### src/rtl/dpm_pkg.sv
// dpm_pkg: constants shared by the dual-port mailbox ram port controller
package dpm_pkg;
  localparam int          ADDR_W         = 11;
  localparam int          DATA_W         = 8;
  localparam logic [10:0] MBOX_OWN_ADDR  = 11'h7fe;  // left port mailbox, cleared by left read
  localparam logic [10:0] MBOX_PEER_ADDR = 11'h7ff;  // right port mailbox, set by left write
  localparam int          CLK_NS         = 20;
  localparam int          SETUP_NS       = 30;       // busy settle before write pulse
  localparam int          SETUP_CYC      = (SETUP_NS + CLK_NS - 1) / CLK_NS;
  localparam int          PULSE_NS       = 60;       // write pulse / read access width
  localparam int          PULSE_CYC      = (PULSE_NS + CLK_NS - 1) / CLK_NS;
  localparam int          HOLD_NS        = 20;       // write hold after strobe release
  localparam int          HOLD_CYC       = (HOLD_NS + CLK_NS - 1) / CLK_NS;
  localparam logic [3:0]  CNT_SETUP      = 4'(SETUP_CYC);
  localparam logic [3:0]  CNT_PULSE      = 4'(PULSE_CYC);
  localparam logic [3:0]  CNT_HOLD       = 4'(HOLD_CYC);
  typedef enum logic [2:0] {ST_IDLE, ST_SETUP, ST_PULSE, ST_STALL, ST_HOLD} dpm_state_t;
endpackage

### src/rtl/dpm_data_pins.sv
// dpm_data_pins: registered three-state data bus driver for one ram port
`timescale 1ns/1ps
`default_nettype none
module dpm_data_pins
  import dpm_pkg::*;
#(
  parameter int W = DATA_W
) (
  input  wire logic         sys_clk_i,
  input  wire logic         rst_n_i,
  input  wire logic         drive_i,
  input  wire logic [W-1:0] wdata_i,
  output logic      [W-1:0] dq_o,
  output logic      [W-1:0] dq_oe_o
);
  logic [W-1:0] dq_r;
  logic [W-1:0] dq_nxt;
  logic [W-1:0] oe_r;
  logic [W-1:0] oe_nxt;

  // one enable per data bit so the bench resolves each wire alone
  genvar g;
  generate
    for (g = 0; g < W; g++) begin : g_bit
      always_comb begin
        dq_nxt[g] = drive_i ? wdata_i[g] : dq_r[g];
        oe_nxt[g] = drive_i;
      end
    end
  endgenerate

  always_ff @(posedge sys_clk_i) begin
    if (!rst_n_i) begin
      dq_r <= '0;
      oe_r <= '0;
    end else begin
      dq_r <= dq_nxt;
      oe_r <= oe_nxt;
    end
  end

  assign dq_o    = dq_r;
  assign dq_oe_o = oe_r;
endmodule
`default_nettype wire

### src/rtl/dpm_port_ctrl.sv
// dpm_port_ctrl: controller driving the left port of a dual-port mailbox ram
`timescale 1ns/1ps
`default_nettype none
module dpm_port_ctrl
  import dpm_pkg::*;
(
  input  wire logic              sys_clk_i,
  input  wire logic              rst_n_i,
  // user command side
  input  wire logic              req_i,
  input  wire logic              req_write_i,
  input  wire logic [ADDR_W-1:0] req_addr_i,
  input  wire logic [DATA_W-1:0] req_wdata_i,
  output logic                   req_ready_o,
  output logic                   done_o,
  output logic [DATA_W-1:0]      rdata_o,
  output logic                   mail_irq_o,
  output logic                   contention_err_o,
  // ram port pins
  output logic [ADDR_W-1:0]      ram_addr_o,
  output logic                   ram_ce_n_o,
  output logic                   ram_rw_n_o,
  output logic                   ram_oe_n_o,
  output logic [DATA_W-1:0]      ram_dq_o,
  output logic [DATA_W-1:0]      ram_dq_oe_o,
  input  wire logic [DATA_W-1:0] ram_dq_i,
  input  wire logic              left_contention_n_i,
  input  wire logic              left_mail_flag_n_i
);
  // ---------------------------------------------------------------
  // access sequencer
  // ---------------------------------------------------------------
  dpm_state_t        st_r, st_nxt;
  logic [3:0]        cnt_r, cnt_nxt;
  logic [ADDR_W-1:0] addr_r, addr_nxt;
  logic [DATA_W-1:0] wdat_r, wdat_nxt;
  logic [DATA_W-1:0] rdat_r, rdat_nxt;
  logic              wr_r, wr_nxt;
  logic              ce_n_r, ce_n_nxt;
  logic              rw_n_r, rw_n_nxt;
  logic              oe_n_r, oe_n_nxt;
  logic              rdy_r, rdy_nxt;
  logic              done_r, done_nxt;
  logic              drive;
  logic              busy_seen;

  // sampled busy; pins are synchronous to sys_clk by contract
  assign busy_seen = !left_contention_n_i;       // one shared line; tied high it never stalls

  // next-state logic for the access cycle
  always_comb begin
    st_nxt   = st_r;
    cnt_nxt  = cnt_r;
    addr_nxt = addr_r;
    wdat_nxt = wdat_r;
    rdat_nxt = rdat_r;
    wr_nxt   = wr_r;
    ce_n_nxt = ce_n_r;
    rw_n_nxt = rw_n_r;
    oe_n_nxt = oe_n_r;
    rdy_nxt  = rdy_r;
    done_nxt = 1'b0;
    case (st_r)
      ST_IDLE: begin
        if (req_i && rdy_r) begin
          addr_nxt = req_addr_i;                 // mailboxes are plain bytes here
          wdat_nxt = req_wdata_i;
          wr_nxt   = req_write_i;
          ce_n_nxt = 1'b0;                       // address and enable first
          rdy_nxt  = 1'b0;
          cnt_nxt  = CNT_SETUP;
          st_nxt   = ST_SETUP;
        end
      end
      ST_SETUP: begin
        if (cnt_r > 4'h1) begin
          cnt_nxt = cnt_r - 4'h1;
        end else if (busy_seen) begin
          st_nxt = ST_STALL;                     // wait out the other side
        end else begin
          rw_n_nxt = !wr_r;
          oe_n_nxt = wr_r;                       // read drives oe low
          cnt_nxt  = CNT_PULSE;
          st_nxt   = ST_PULSE;
        end
      end
      ST_STALL: begin
        // a write started under busy would be dropped inside the ram
        if (!busy_seen) begin
          cnt_nxt = CNT_SETUP;
          st_nxt  = ST_SETUP;
        end
      end
      ST_PULSE: begin
        if (busy_seen) begin
          // busy during the pulse: write void, read data unreliable
          rw_n_nxt = 1'b1;
          oe_n_nxt = 1'b1;
          st_nxt   = ST_STALL;
        end else if (cnt_r > 4'h1) begin
          cnt_nxt = cnt_r - 4'h1;
        end else begin
          if (!wr_r) begin
            rdat_nxt = ram_dq_i;
          end
          rw_n_nxt = 1'b1;
          oe_n_nxt = 1'b1;
          cnt_nxt  = CNT_HOLD;
          st_nxt   = ST_HOLD;
        end
      end
      ST_HOLD: begin
        if (cnt_r > 4'h1) begin
          cnt_nxt = cnt_r - 4'h1;
        end else begin
          ce_n_nxt = 1'b1;                       // deselect: port powers down
          rdy_nxt  = 1'b1;
          done_nxt = 1'b1;
          st_nxt   = ST_IDLE;
        end
      end
      default: begin
        st_nxt   = ST_IDLE;
        ce_n_nxt = 1'b1;
        rw_n_nxt = 1'b1;
        oe_n_nxt = 1'b1;
        rdy_nxt  = 1'b1;
      end
    endcase
  end

  // registers of the access cycle
  always_ff @(posedge sys_clk_i) begin
    if (!rst_n_i) begin
      st_r   <= ST_IDLE;
      cnt_r  <= 4'h0;
      addr_r <= '0;
      wdat_r <= '0;
      rdat_r <= '0;
      wr_r   <= 1'b0;
      ce_n_r <= 1'b1;
      rw_n_r <= 1'b1;
      oe_n_r <= 1'b1;
      rdy_r  <= 1'b1;
      done_r <= 1'b0;
    end else begin
      st_r   <= st_nxt;
      cnt_r  <= cnt_nxt;
      addr_r <= addr_nxt;
      wdat_r <= wdat_nxt;
      rdat_r <= rdat_nxt;
      wr_r   <= wr_nxt;
      ce_n_r <= ce_n_nxt;
      rw_n_r <= rw_n_nxt;
      oe_n_r <= oe_n_nxt;
      rdy_r  <= rdy_nxt;
      done_r <= done_nxt;
    end
  end

  // ---------------------------------------------------------------
  // status flags seen by the user
  // ---------------------------------------------------------------
  logic irq_r, irq_nxt;
  logic err_r, err_nxt;

  // the flag is a level from the ram; err is sticky until next request
  always_comb begin
    irq_nxt = !left_mail_flag_n_i;
    err_nxt = err_r;
    if (req_i && rdy_r) begin
      err_nxt = 1'b0;
    end
    if (busy_seen && !ce_n_r) begin
      err_nxt = 1'b1;                            // set wins over clear
    end
  end

  always_ff @(posedge sys_clk_i) begin
    if (!rst_n_i) begin
      irq_r <= 1'b0;
      err_r <= 1'b0;
    end else begin
      irq_r <= irq_nxt;
      err_r <= err_nxt;
    end
  end

  // ---------------------------------------------------------------
  // data pins and outputs
  // ---------------------------------------------------------------
  // data driven only in the cycle the write strobe is active next
  assign drive = (st_nxt == ST_PULSE) && wr_r && (st_r == ST_SETUP || st_r == ST_PULSE);

  dpm_data_pins #(.W(DATA_W)) u_dq (
    .sys_clk_i (sys_clk_i),
    .rst_n_i   (rst_n_i),
    .drive_i   (drive),
    .wdata_i   (wdat_r),
    .dq_o      (ram_dq_o),
    .dq_oe_o   (ram_dq_oe_o)
  );

  assign req_ready_o      = rdy_r;
  assign done_o           = done_r;
  assign rdata_o          = rdat_r;
  assign mail_irq_o       = irq_r;
  assign contention_err_o = err_r;
  assign ram_addr_o       = addr_r;
  assign ram_ce_n_o       = ce_n_r;
  assign ram_rw_n_o       = rw_n_r;
  assign ram_oe_n_o       = oe_n_r;
endmodule
`default_nettype wire

### config.mk
export PLATFORM = sky130hd
export DESIGN_NAME = dpm_port_ctrl
export DESIGN_NICKNAME = d
export VERILOG_FILES = /design/src/rtl/dpm_pkg.sv /design/src/rtl/dpm_data_pins.sv /design/src/rtl/dpm_port_ctrl.sv
export SDC_FILE = /design/constraint.sdc
export NUM_CORES = 1
export LEC_CHECK = 0
export BUFFER_PORTS_ARGS = -buffer_cell sky130_fd_sc_hd__buf_2
export CAP_MARGIN = 20
export CORE_MARGIN = 3
export CORE_UTILIZATION = 49
export DETAILED_ROUTE_END_ITERATION = 8
export GPL_ROUTABILITY_DRIVEN = 0
export PLACE_DENSITY = 0.88
export SLEW_MARGIN = 40
export SYNTH_ARGS = -nofsm -noshare
export SYNTH_HDL_FRONTEND = slang
export SYNTH_SLANG_ARGS = --single-unit
export TNS_END_PERCENT = 50
### constraint.sdc
create_clock -name sys_clk_i -period 2.8 [get_ports sys_clk_i]
set_input_delay 0.28 -clock sys_clk_i [delete_from_list [all_inputs] [get_ports sys_clk_i]]
set_output_delay 0.28 -clock sys_clk_i [all_outputs]
set_load 0.02 [all_outputs]
# Yosys cells after proc, flatten, opt, wreduce, memory -nomap -nowiden
# Cells that the tools add are included.
# Widths: inputs -> output; s select.
# word_totals
regBits,50
latchBits,0
ram_bits,0
mem_bits_ro,0
in_bits,33
output_inout_bits,42
mem_count,0
# classes
n_addsub,1
n_mul,0
n_div,0
order_cmp,1
n_eq_ne,14
shifts,0
n_mux,28
bitwise_logic,4
n_reduce_logical,20
# ops
cell,count
$mux 4,7
$pmux 4 s5,1
$mux 3,6
$pmux 3 s5,1
$ne 2x2->1 const B,7
$mux 1,10
$eq 3x2->1 const B,3
$pmux 1 s3,3
$reduce_and 4->1,2
$ne 3x3->1 const B,2
$reduce_and 6->1,1
$reduce_or 3->1,2
$reduce_bool 5->1,1
$gt 4x1->1 const B,1
$logic_and 1x1->1,4
$logic_not 1->1,4
$not 1->1,4
$reduce_and 2->1,2
$sub 4x1->4 const B,1
$eq 3x1->1 const B,1
$eq 3x3->1 const B,1
$logic_not 3->1,1
$reduce_and 3->1,1
$reduce_bool 2->1,1
$logic_or 1x1->1,1

# Logic depth before layout (Yosys ltp)
# Gate-level depths: netlist of the first run.
# depth
word_depth,7
depth_mapped,9
ltp_nobuf,7

# Cells and area by module
# A second synthesis of the first run with hierarchy kept.
# unflattened
cells_unflattened,240
area_unflattened_um2,2123.3
# by_module_without_submodules
module,instances,cells_per_inst,area_per_inst_um2,seq_area_each_um2
dpm_port_ctrl,1,206,1741.7,820.8
dpm_data_pins,1,34,381.6,180.2

# Least setup slack after synthesis of the first run
# OpenSTA, ideal clock, no wires.
# synth_timing
path_type,register to register
start,reg cnt_r[0]
end,reg u_dq.dq_r[7] (netlist: u_dq.dq_o[7])
setup_time_ns,0.128
arrival_ns,1.832
slack_ns,0.840
stages_incl_launch_ff,10
n_path_buf,2
synth_period_minus_slack_ns,1.960
path_cell_list,dfxtp_1 inv_1 ha_1 or2_0 buf_4 a21o_1 a211oi_1 buf_4 mux2i_1 nor2_1
# synth_via
elab_chain_cells,7
# synth_rtl
element,line_no,text
from (decl),dpm_port_ctrl.sv:34,"logic [3:0] cnt_r, cnt_nxt;"
from (signal assigned),dpm_port_ctrl.sv:148,cnt_r <= cnt_nxt;
$gt 4x1->1 (*),"dpm_port_ctrl.sv:76, dpm_port_ctrl.sv:100, dpm_port_ctrl.sv:113",
$mux 3,dpm_port_ctrl.sv:100,end else if (cnt_r > 4'h1) begin
$mux 3,dpm_port_ctrl.sv:95,if (busy_seen) begin
$pmux 3 s5 (*),dpm_port_ctrl.sv:63,case (st_r)
$eq 3x2->1 (*),dpm_port_ctrl.sv:193,assign drive = (st_nxt == ST_PULSE) && wr_r && (st_r == ST_SETUP || st_r == ST_PULSE);
$logic_and 1x1->1 (*) (2 in a row),dpm_port_ctrl.sv:193,
to (signal assigned),dpm_data_pins.sv:37,dq_r <= dq_nxt;
to (decl),dpm_data_pins.sv:16,logic [W-1:0] dq_r;
# Every way passes the cells marked *; elsewhere a longest branch is shown, timed or not.
# A chain may end at the register's enable or synchronous reset.

# Final worst setup path of the first run
# layout_timing
start,reg cnt_r[0]
end,reg cnt_r[2]
# layout_via
elab_chain_cells,4
# layout_rtl
element,line_no
$sub 4x1->4 or $gt 4x1->1 (tied branches),n/a
$mux 4,dpm_port_ctrl.sv:100
$mux 4,dpm_port_ctrl.sv:95
$pmux 4 s5,dpm_port_ctrl.sv:63
# Parallel ways exist; a longest one is shown, timed or not. The select of a mux whose other input is x is not followed.

==> impl_metrics.toml, run 1 <==
[global_routing]
grt_pass1_vias = 1749
antenna_found_initial = 0
grt_pass1_wl_mm = 7.555
overflow = 0
grt_max_degree = 23
grt_use_total = 0.1827

[yosys]
yosysTopAreaCell = "dfxtp_1"
synth_commonest_cells = "dfxtp_1 (50), nand2_1 (46), nor2_1 (28), a21oi_1 (27), mux2i_1 (17)"
synth_xor_area_frac = 0.008163
synthDistinctLibCells = 42
synth_top_family_by_area = "simple AND/OR/NAND/NOR gates"
mappedNetlistArea_um2 = 2146
syn_area_per_cell_um2 = 8.794
syn-num-nets = 279
synth_warnings = 0
synth_area_leaders = "dfxtp_1 (47%), nand2_1 (8.0%), mux2i_1 (7.9%)"
synthSimpleGateAreaFrac = 0.2105
ys_seq_area_frac = 0.4665
synthCells = 244
ys_async_sr_fraction = 0
synth_top_area_frac = 0.4665
synth_mux_area_frac = 0.08455
ys.flop_type = "dfxtp_1"
synth_edf_count = 0
synth_compound_area_frac = 0.1469
synth_most_common_cell = "dfxtp_1"
ys_ff_latch = 50
synth_fa_ha_area_frac = 0.01166

[cells_and_area]
fillCellCount = 366
multi_input_area_um2 = 1002
antenna_cells = 0
seq_area_um2 = 1001
drive_gt1_frac = 0.3039
final_nets = 340
finalNonFillerCells = 356
area_growth_pct = 20.58

[sta]
rsz0062_at_grt = "false"
hold_viol = 0
period_needed_ps = 2368
fin_crit_sh = 0.8458
fmax_mhz = 422.3
setup_viol = 0
fin_skew_ps = 6.059
tightest_slew_ps = 700.7
report.final.slew_viol_count = 0
slew_headroom = 0.5317
tns_ps = 0

[place]
numPlacedInstances = 348
place_hpwl_mm = 3.293
io_buffers = 74

[critical_path]
worstSetupPathType = "reg2reg"
critPathRequiredTime_ps = 2990
cp.arrival_ps = 2560
cp-start-kind = "flop"
critPathCaptureType = "flop"
crit_fanout = 8

[floorplan]
ios = 75
die_area_um2 = 5209
die_h_um = 72.18
fp-row-count = 23
coreArea_um2 = 4115
die_w_um = 72.18
initial_core_util = 0.5214

[cts]
tritoncts = "done"
cts_made_buffers = 5
cts_root_buffer = "clkbuf_8"
clk_pin_slew_ps = 90
cts_resized = 0
holdBufCountCts = 0
htreeDepth = 2
clock_sinks = 50
insertion_delay_ps = 300
cts_setup_buffers = 0
cts.path.max_buffers = 2

[pwr]
switching_power_uw = 690.6
powerDensity_nw_per_um2 = 764.0
p_int_mw = 1.286
pwr-share-clk = 0.249
p_leak_nw = 1.176
seq_power_share = 0.442
total_power_mw = 1.977
p_comb_frac = 0.309
irDropWorstVdd_mv = 0.4642
p_sw_frac = 0.3494

[route]
wl_per_cell_um = 12.78
vias = 1878
drtIter0Drc = 80
drc = 0
via_per_inst = 5.275
wirelength_mm = 4.549
firstDrtPassIters = 4
ant_nets = 0

[flow_run]
drv_cap = 0

[hold_path]
hold_class = "in2reg"

[outcome]
outcome = "completed"
-- cells by family (layout without fill, tap and decap cells) --
family          after synthesis  after routing
fa+ha+maj                     2              2
xor+xnor                      2              2
flops                        50             50
simple gates                 97             97
compound gates               47             47
buf+inv                      28             90
mux                          18             18
-- path summary, 6_finish.rpt --
path / start / to / slack [ps] / cells after the start
max: cnt_r[0] / cnt_r[2] / 430 / 7
min: left_mail_flag_n_i / mail_irq_o / 120 / 2
min reg2reg: wdat_r[6] / wdat_r[6] / 460 / 2
max reg2reg: cnt_r[0] / cnt_r[2] / 430 / 7
-- sequential cells by signal (all words and copies together) (netlist names), 3 cells and up --
name	count
st_r	3
ram_addr_o	11
rdata_o	8
u_dq.dq_o	8
cnt_r	4
wdat_r	8
-- area by class of cell --
| type | instances | share of cell area |
|---|---|---|
| Clock buffer | 6 | 0.02805 |
| Clock inverter | 2 | 0.01451 |
| Inverter | 5 | 0.007253 |
| Multi-Input combinational cell | 166 | 0.3873 |
| Sequential cell | 50 | 0.3868 |
| Tap cell | 50 | 0.02418 |
| Timing Repair Buffer | 77 | 0.1518 |
-- power by group through the flow --
| stage | Clock (mW) | Combinational [mW] | Sequential, mW |
|---|---|---|---|
| 6_report | 0.493 | 0.610 | 0.873 |
| 3_3_place_gp | 0 | 0.590 | 0.883 |
| 5_1_grt | 0.532 | 0.682 | 0.887 |
| 3_5_place_dp | 0 | 0.609 | 0.888 |
| 4_1_cts | 0.510 | 0.613 | 0.872 |
| 2_1_floorplan | 0 | 0.458 | 0.901 |
-- worst max-delay path: stages (launching register included) --
cell and delay, ps:
dfxtp_1 350, inv_1 110, ha_1 200, or2_0 460, a21oi_1 200, a211oi_2 500, nor4b_1 110, a311o_1 330
-- cells in the final DEF, fill, tap and decap left out, types with 2 or more instances in the layout --
cell type and n:
a211oi_2 2, nor4_1 2, ha_1 2, inv_1 4, buf_2 74, nor3_1 2, nand2b_1 4, clkbuf_8 5
a21oi_1 27, nor2_1 28, nand2_1 46, buf_4 3, a211oi_1 4, nor4b_1 2, a22oi_1 2, and2_1 3
mux2i_1 17, o21ai_0 3, dfxtp_1 50
-- per-stage QoR --
step / cell area (um^2) / util / setup slack (ps) / hold slack, ps
after CTS: 2587 / 0.6288 / 444.8 / 109.9
after detailed placement: 2477 / 0.6020 / 484.8 / 435.4
after global placement: 2477 / 0.6020 / 592.3 / 435.4
final: 2587 / 0.6288 / 431.8 / 119.7
after floorplan: 2146 / - / 839.9 / 346.7
after global routing: 2587 / 0.6288 / 207.7 / 117.9
-- routing by layer --
| metal | GRT usage | vias up | share of wire |
|---|---|---|---|
| met5 | 0 | - | 0 |
| met4 | 0.04384 | 0 | 0.0086 |
| met3 | 0.06233 | 4 | 0.085 |
| met2 | 0.3276 | 72 | 0.50 |
| met1 | 0.2073 | 861 | 0.41 |
| li1 | - | 941 | - |
No activity file was read; power rests on OpenSTA's default activity.
==> inputs of run 2 (changes only) <==
--- a/config.mk
+++ b/config.mk
@@ -8,10 +8,10 @@
 export BUFFER_PORTS_ARGS = -buffer_cell sky130_fd_sc_hd__buf_2
 export CAP_MARGIN = 20
 export CORE_MARGIN = 3
-export CORE_UTILIZATION = 49
+export CORE_UTILIZATION = 44
 export DETAILED_ROUTE_END_ITERATION = 8
 export GPL_ROUTABILITY_DRIVEN = 0
-export PLACE_DENSITY = 0.88
+export PLACE_DENSITY = 0.84
 export SLEW_MARGIN = 40
 export SYNTH_ARGS = -nofsm -noshare
 export SYNTH_HDL_FRONTEND = slang
==> constraint.sdc (replaced) <==
create_clock -name sys_clk_i -period 2.1 [get_ports sys_clk_i]
set_input_delay 0.21 -clock sys_clk_i [delete_from_list [all_inputs] [get_ports sys_clk_i]]
set_output_delay 0.21 -clock sys_clk_i [all_outputs]
set_load 0.02 [all_outputs]
==> run 2 against run 1 <==
Net effect: non-clock buffer count grew 7; final cell count grew 5.9%; die area grew 10%; clock skew shrank 2.6 ps; count of clock-buffer cells in the layout is the same; global-route usage shrank 1.9 points; first-iteration DRC count shrank 1.3%; largest cell class unchanged.
==> impl_metrics.toml, run 2 (synthesis results as in run 1) <==
[critical_path]
critPathRequiredTime_ps = 2280
cp-start-kind = "flop"
crit_fanout = 8
r2r_setup_slack_ps = 110
crit_chain = "inv_1 > ha_2 > or2_4 > buf_4 > nand2_4 > or4_4 > mux2i_1 > nor2_1"
worstSetupPathType = "reg2reg"
critPathCaptureType = "flop"
cp_slowest_cell = "or4_4"
cp.arrival_ps = 2180
r2r_cells = 8
cp_slowest_stage_delay_ps = 620

[cells_and_area]
fillCellCount = 420
area_growth_pct = 24.55
finalInstanceArea_um2 = 2673
layout_common_cells = "buf_2 (74), dfxtp_1 (48), nand2_1 (46), nor2_1 (28), a21oi_1 (27)"
seq_area_um2 = 1006
antenna_cells = 0
multi_input_area_um2 = 1041
layout_commonest_cell = "buf_2"
largest_reg_flops = 11
drive_gt1_frac = 0.3397
final_nets = 347
fin_util = 0.5894

[cts]
holdBufCountCts = 0
clock_sinks = 50
insertion_delay_ps = 290
tritoncts = "done"
cts_made_buffers = 5
clk_pin_slew_ps = 80
htreeDepth = 2
cts_setup_buffers = 0
cts_root_buffer = "clkbuf_8"
cts.path.max_buffers = 2

[sta]
setup_viol = 0
timing.hold.ws_ps = 61.51
hold_viol = 0
fin_crit_sh = 0.9490
slew_headroom = 0.7150
fin_skew_ps = 3.418
report.final.slew_viol_count = 0
period_needed_ps = 1993
fmax_mhz = 501.8
tightest_slew_ps = 423.9

[floorplan]
die_area_um2 = 5751
coreArea_um2 = 4534
die_w_um = 75.84
fp-row-count = 24
ios = 75
initial_core_util = 0.4732
die_h_um = 75.84

[route]
wirelength_mm = 4.614
firstDrtPassIters = 4
ant_nets = 0
vias = 1858
wl_per_cell_um = 12.24
drtIter0Drc = 79
via_per_inst = 4.928
drc = 0

[global_routing]
grt_pass1_wl_mm = 7.245
overflow = 0
grt_use_total = 0.1637
antenna_found_initial = 0
grt_pass1_vias = 1679
grt_max_degree = 23

[hold_path]
hold_class = "in2reg"
holdPathStages = 2

[flow_run]
drv_cap = 0

[place]
place_hpwl_mm = 3.296
place_area_um2 = 2549
io_buffers = 74

[pwr]
irDropWorstVdd_mv = 0.5268
powerDensity_nw_per_um2 = 989.2
p_leak_nw = 1.204

[outcome]
outcome = "completed"
==> run 2: worst paths after layout <==
kind | startpoint | endpoint
worst min-delay path | left_mail_flag_n_i | mail_irq_o
worst max register to register | cnt_r[0] | rdata_o[1]
worst max-delay path | cnt_r[0] | rdata_o[1]
worst min register to register | ram_addr_o[1] | ram_addr_o[1]
==> run 2: stage by stage <==
stage / std cells / setup slack (ps) / total power [mW] / setup TNS, ps
after global routing: 377 / -6.129 / 2.820 / -6.129
after global placement: 370 / 63.82 / 2.037 / 0
final: 377 / 107.2 / 2.644 / 0
after CTS: 377 / 1.428 / 2.596 / 0
after floorplan: 244 / 139.9 / 1.811 / 0
after detailed placement: 370 / -51.51 / 2.067 / -76.99
==> run 2: layout make-up <==
class | count | area share
timing repair buffer | 84 | 0.1667
multi-input combinational | 166 | 0.3895
sequential | 50 | 0.3764
clock buffer | 6 | 0.02715
inverter | 5 | 0.007022
tap | 65 | 0.03043
clock inverter | 1 | 0.002809
==> run 2: repair_timing <==
| action | in CTS | in global routing |
|---|---|---|
| gates cloned | 0 | 0 |
| pin swaps | 0 | 2 |
| setup endpoints to repair | 5 | 19 |
| gates resized for setup | 2 | 10 |
==> run 2: power by group <==
part | internal (mW) | switching, mW | total [mW]
logic | 0.402 | 0.555 | 0.958
clock network | 0.229 | 0.292 | 0.520
registers | 1.06 | 0.107 | 1.17
total | 1.69 | 0.954 | 2.64
==> run 2: per-layer routing <==
layer	global-route usage	share of wire	wire length [um]	vias up
li1	-	-	-	949
met1	0.1866	0.45	2063	846
met3	0.05409	0.066	303	4
met5	0	0	0	-
met4	0.04854	0.0056	26	0
met2	0.2890	0.48	2220	59
==> run 2: critical path: cells and delay by family, from the launching register on <==
kind                       cells  cell delay (ps)
and+or+nand+nor                4              890
adders and majority gates      1              210
buffers and inverters          2              230
muxes                          1              190
DFF                            1              360
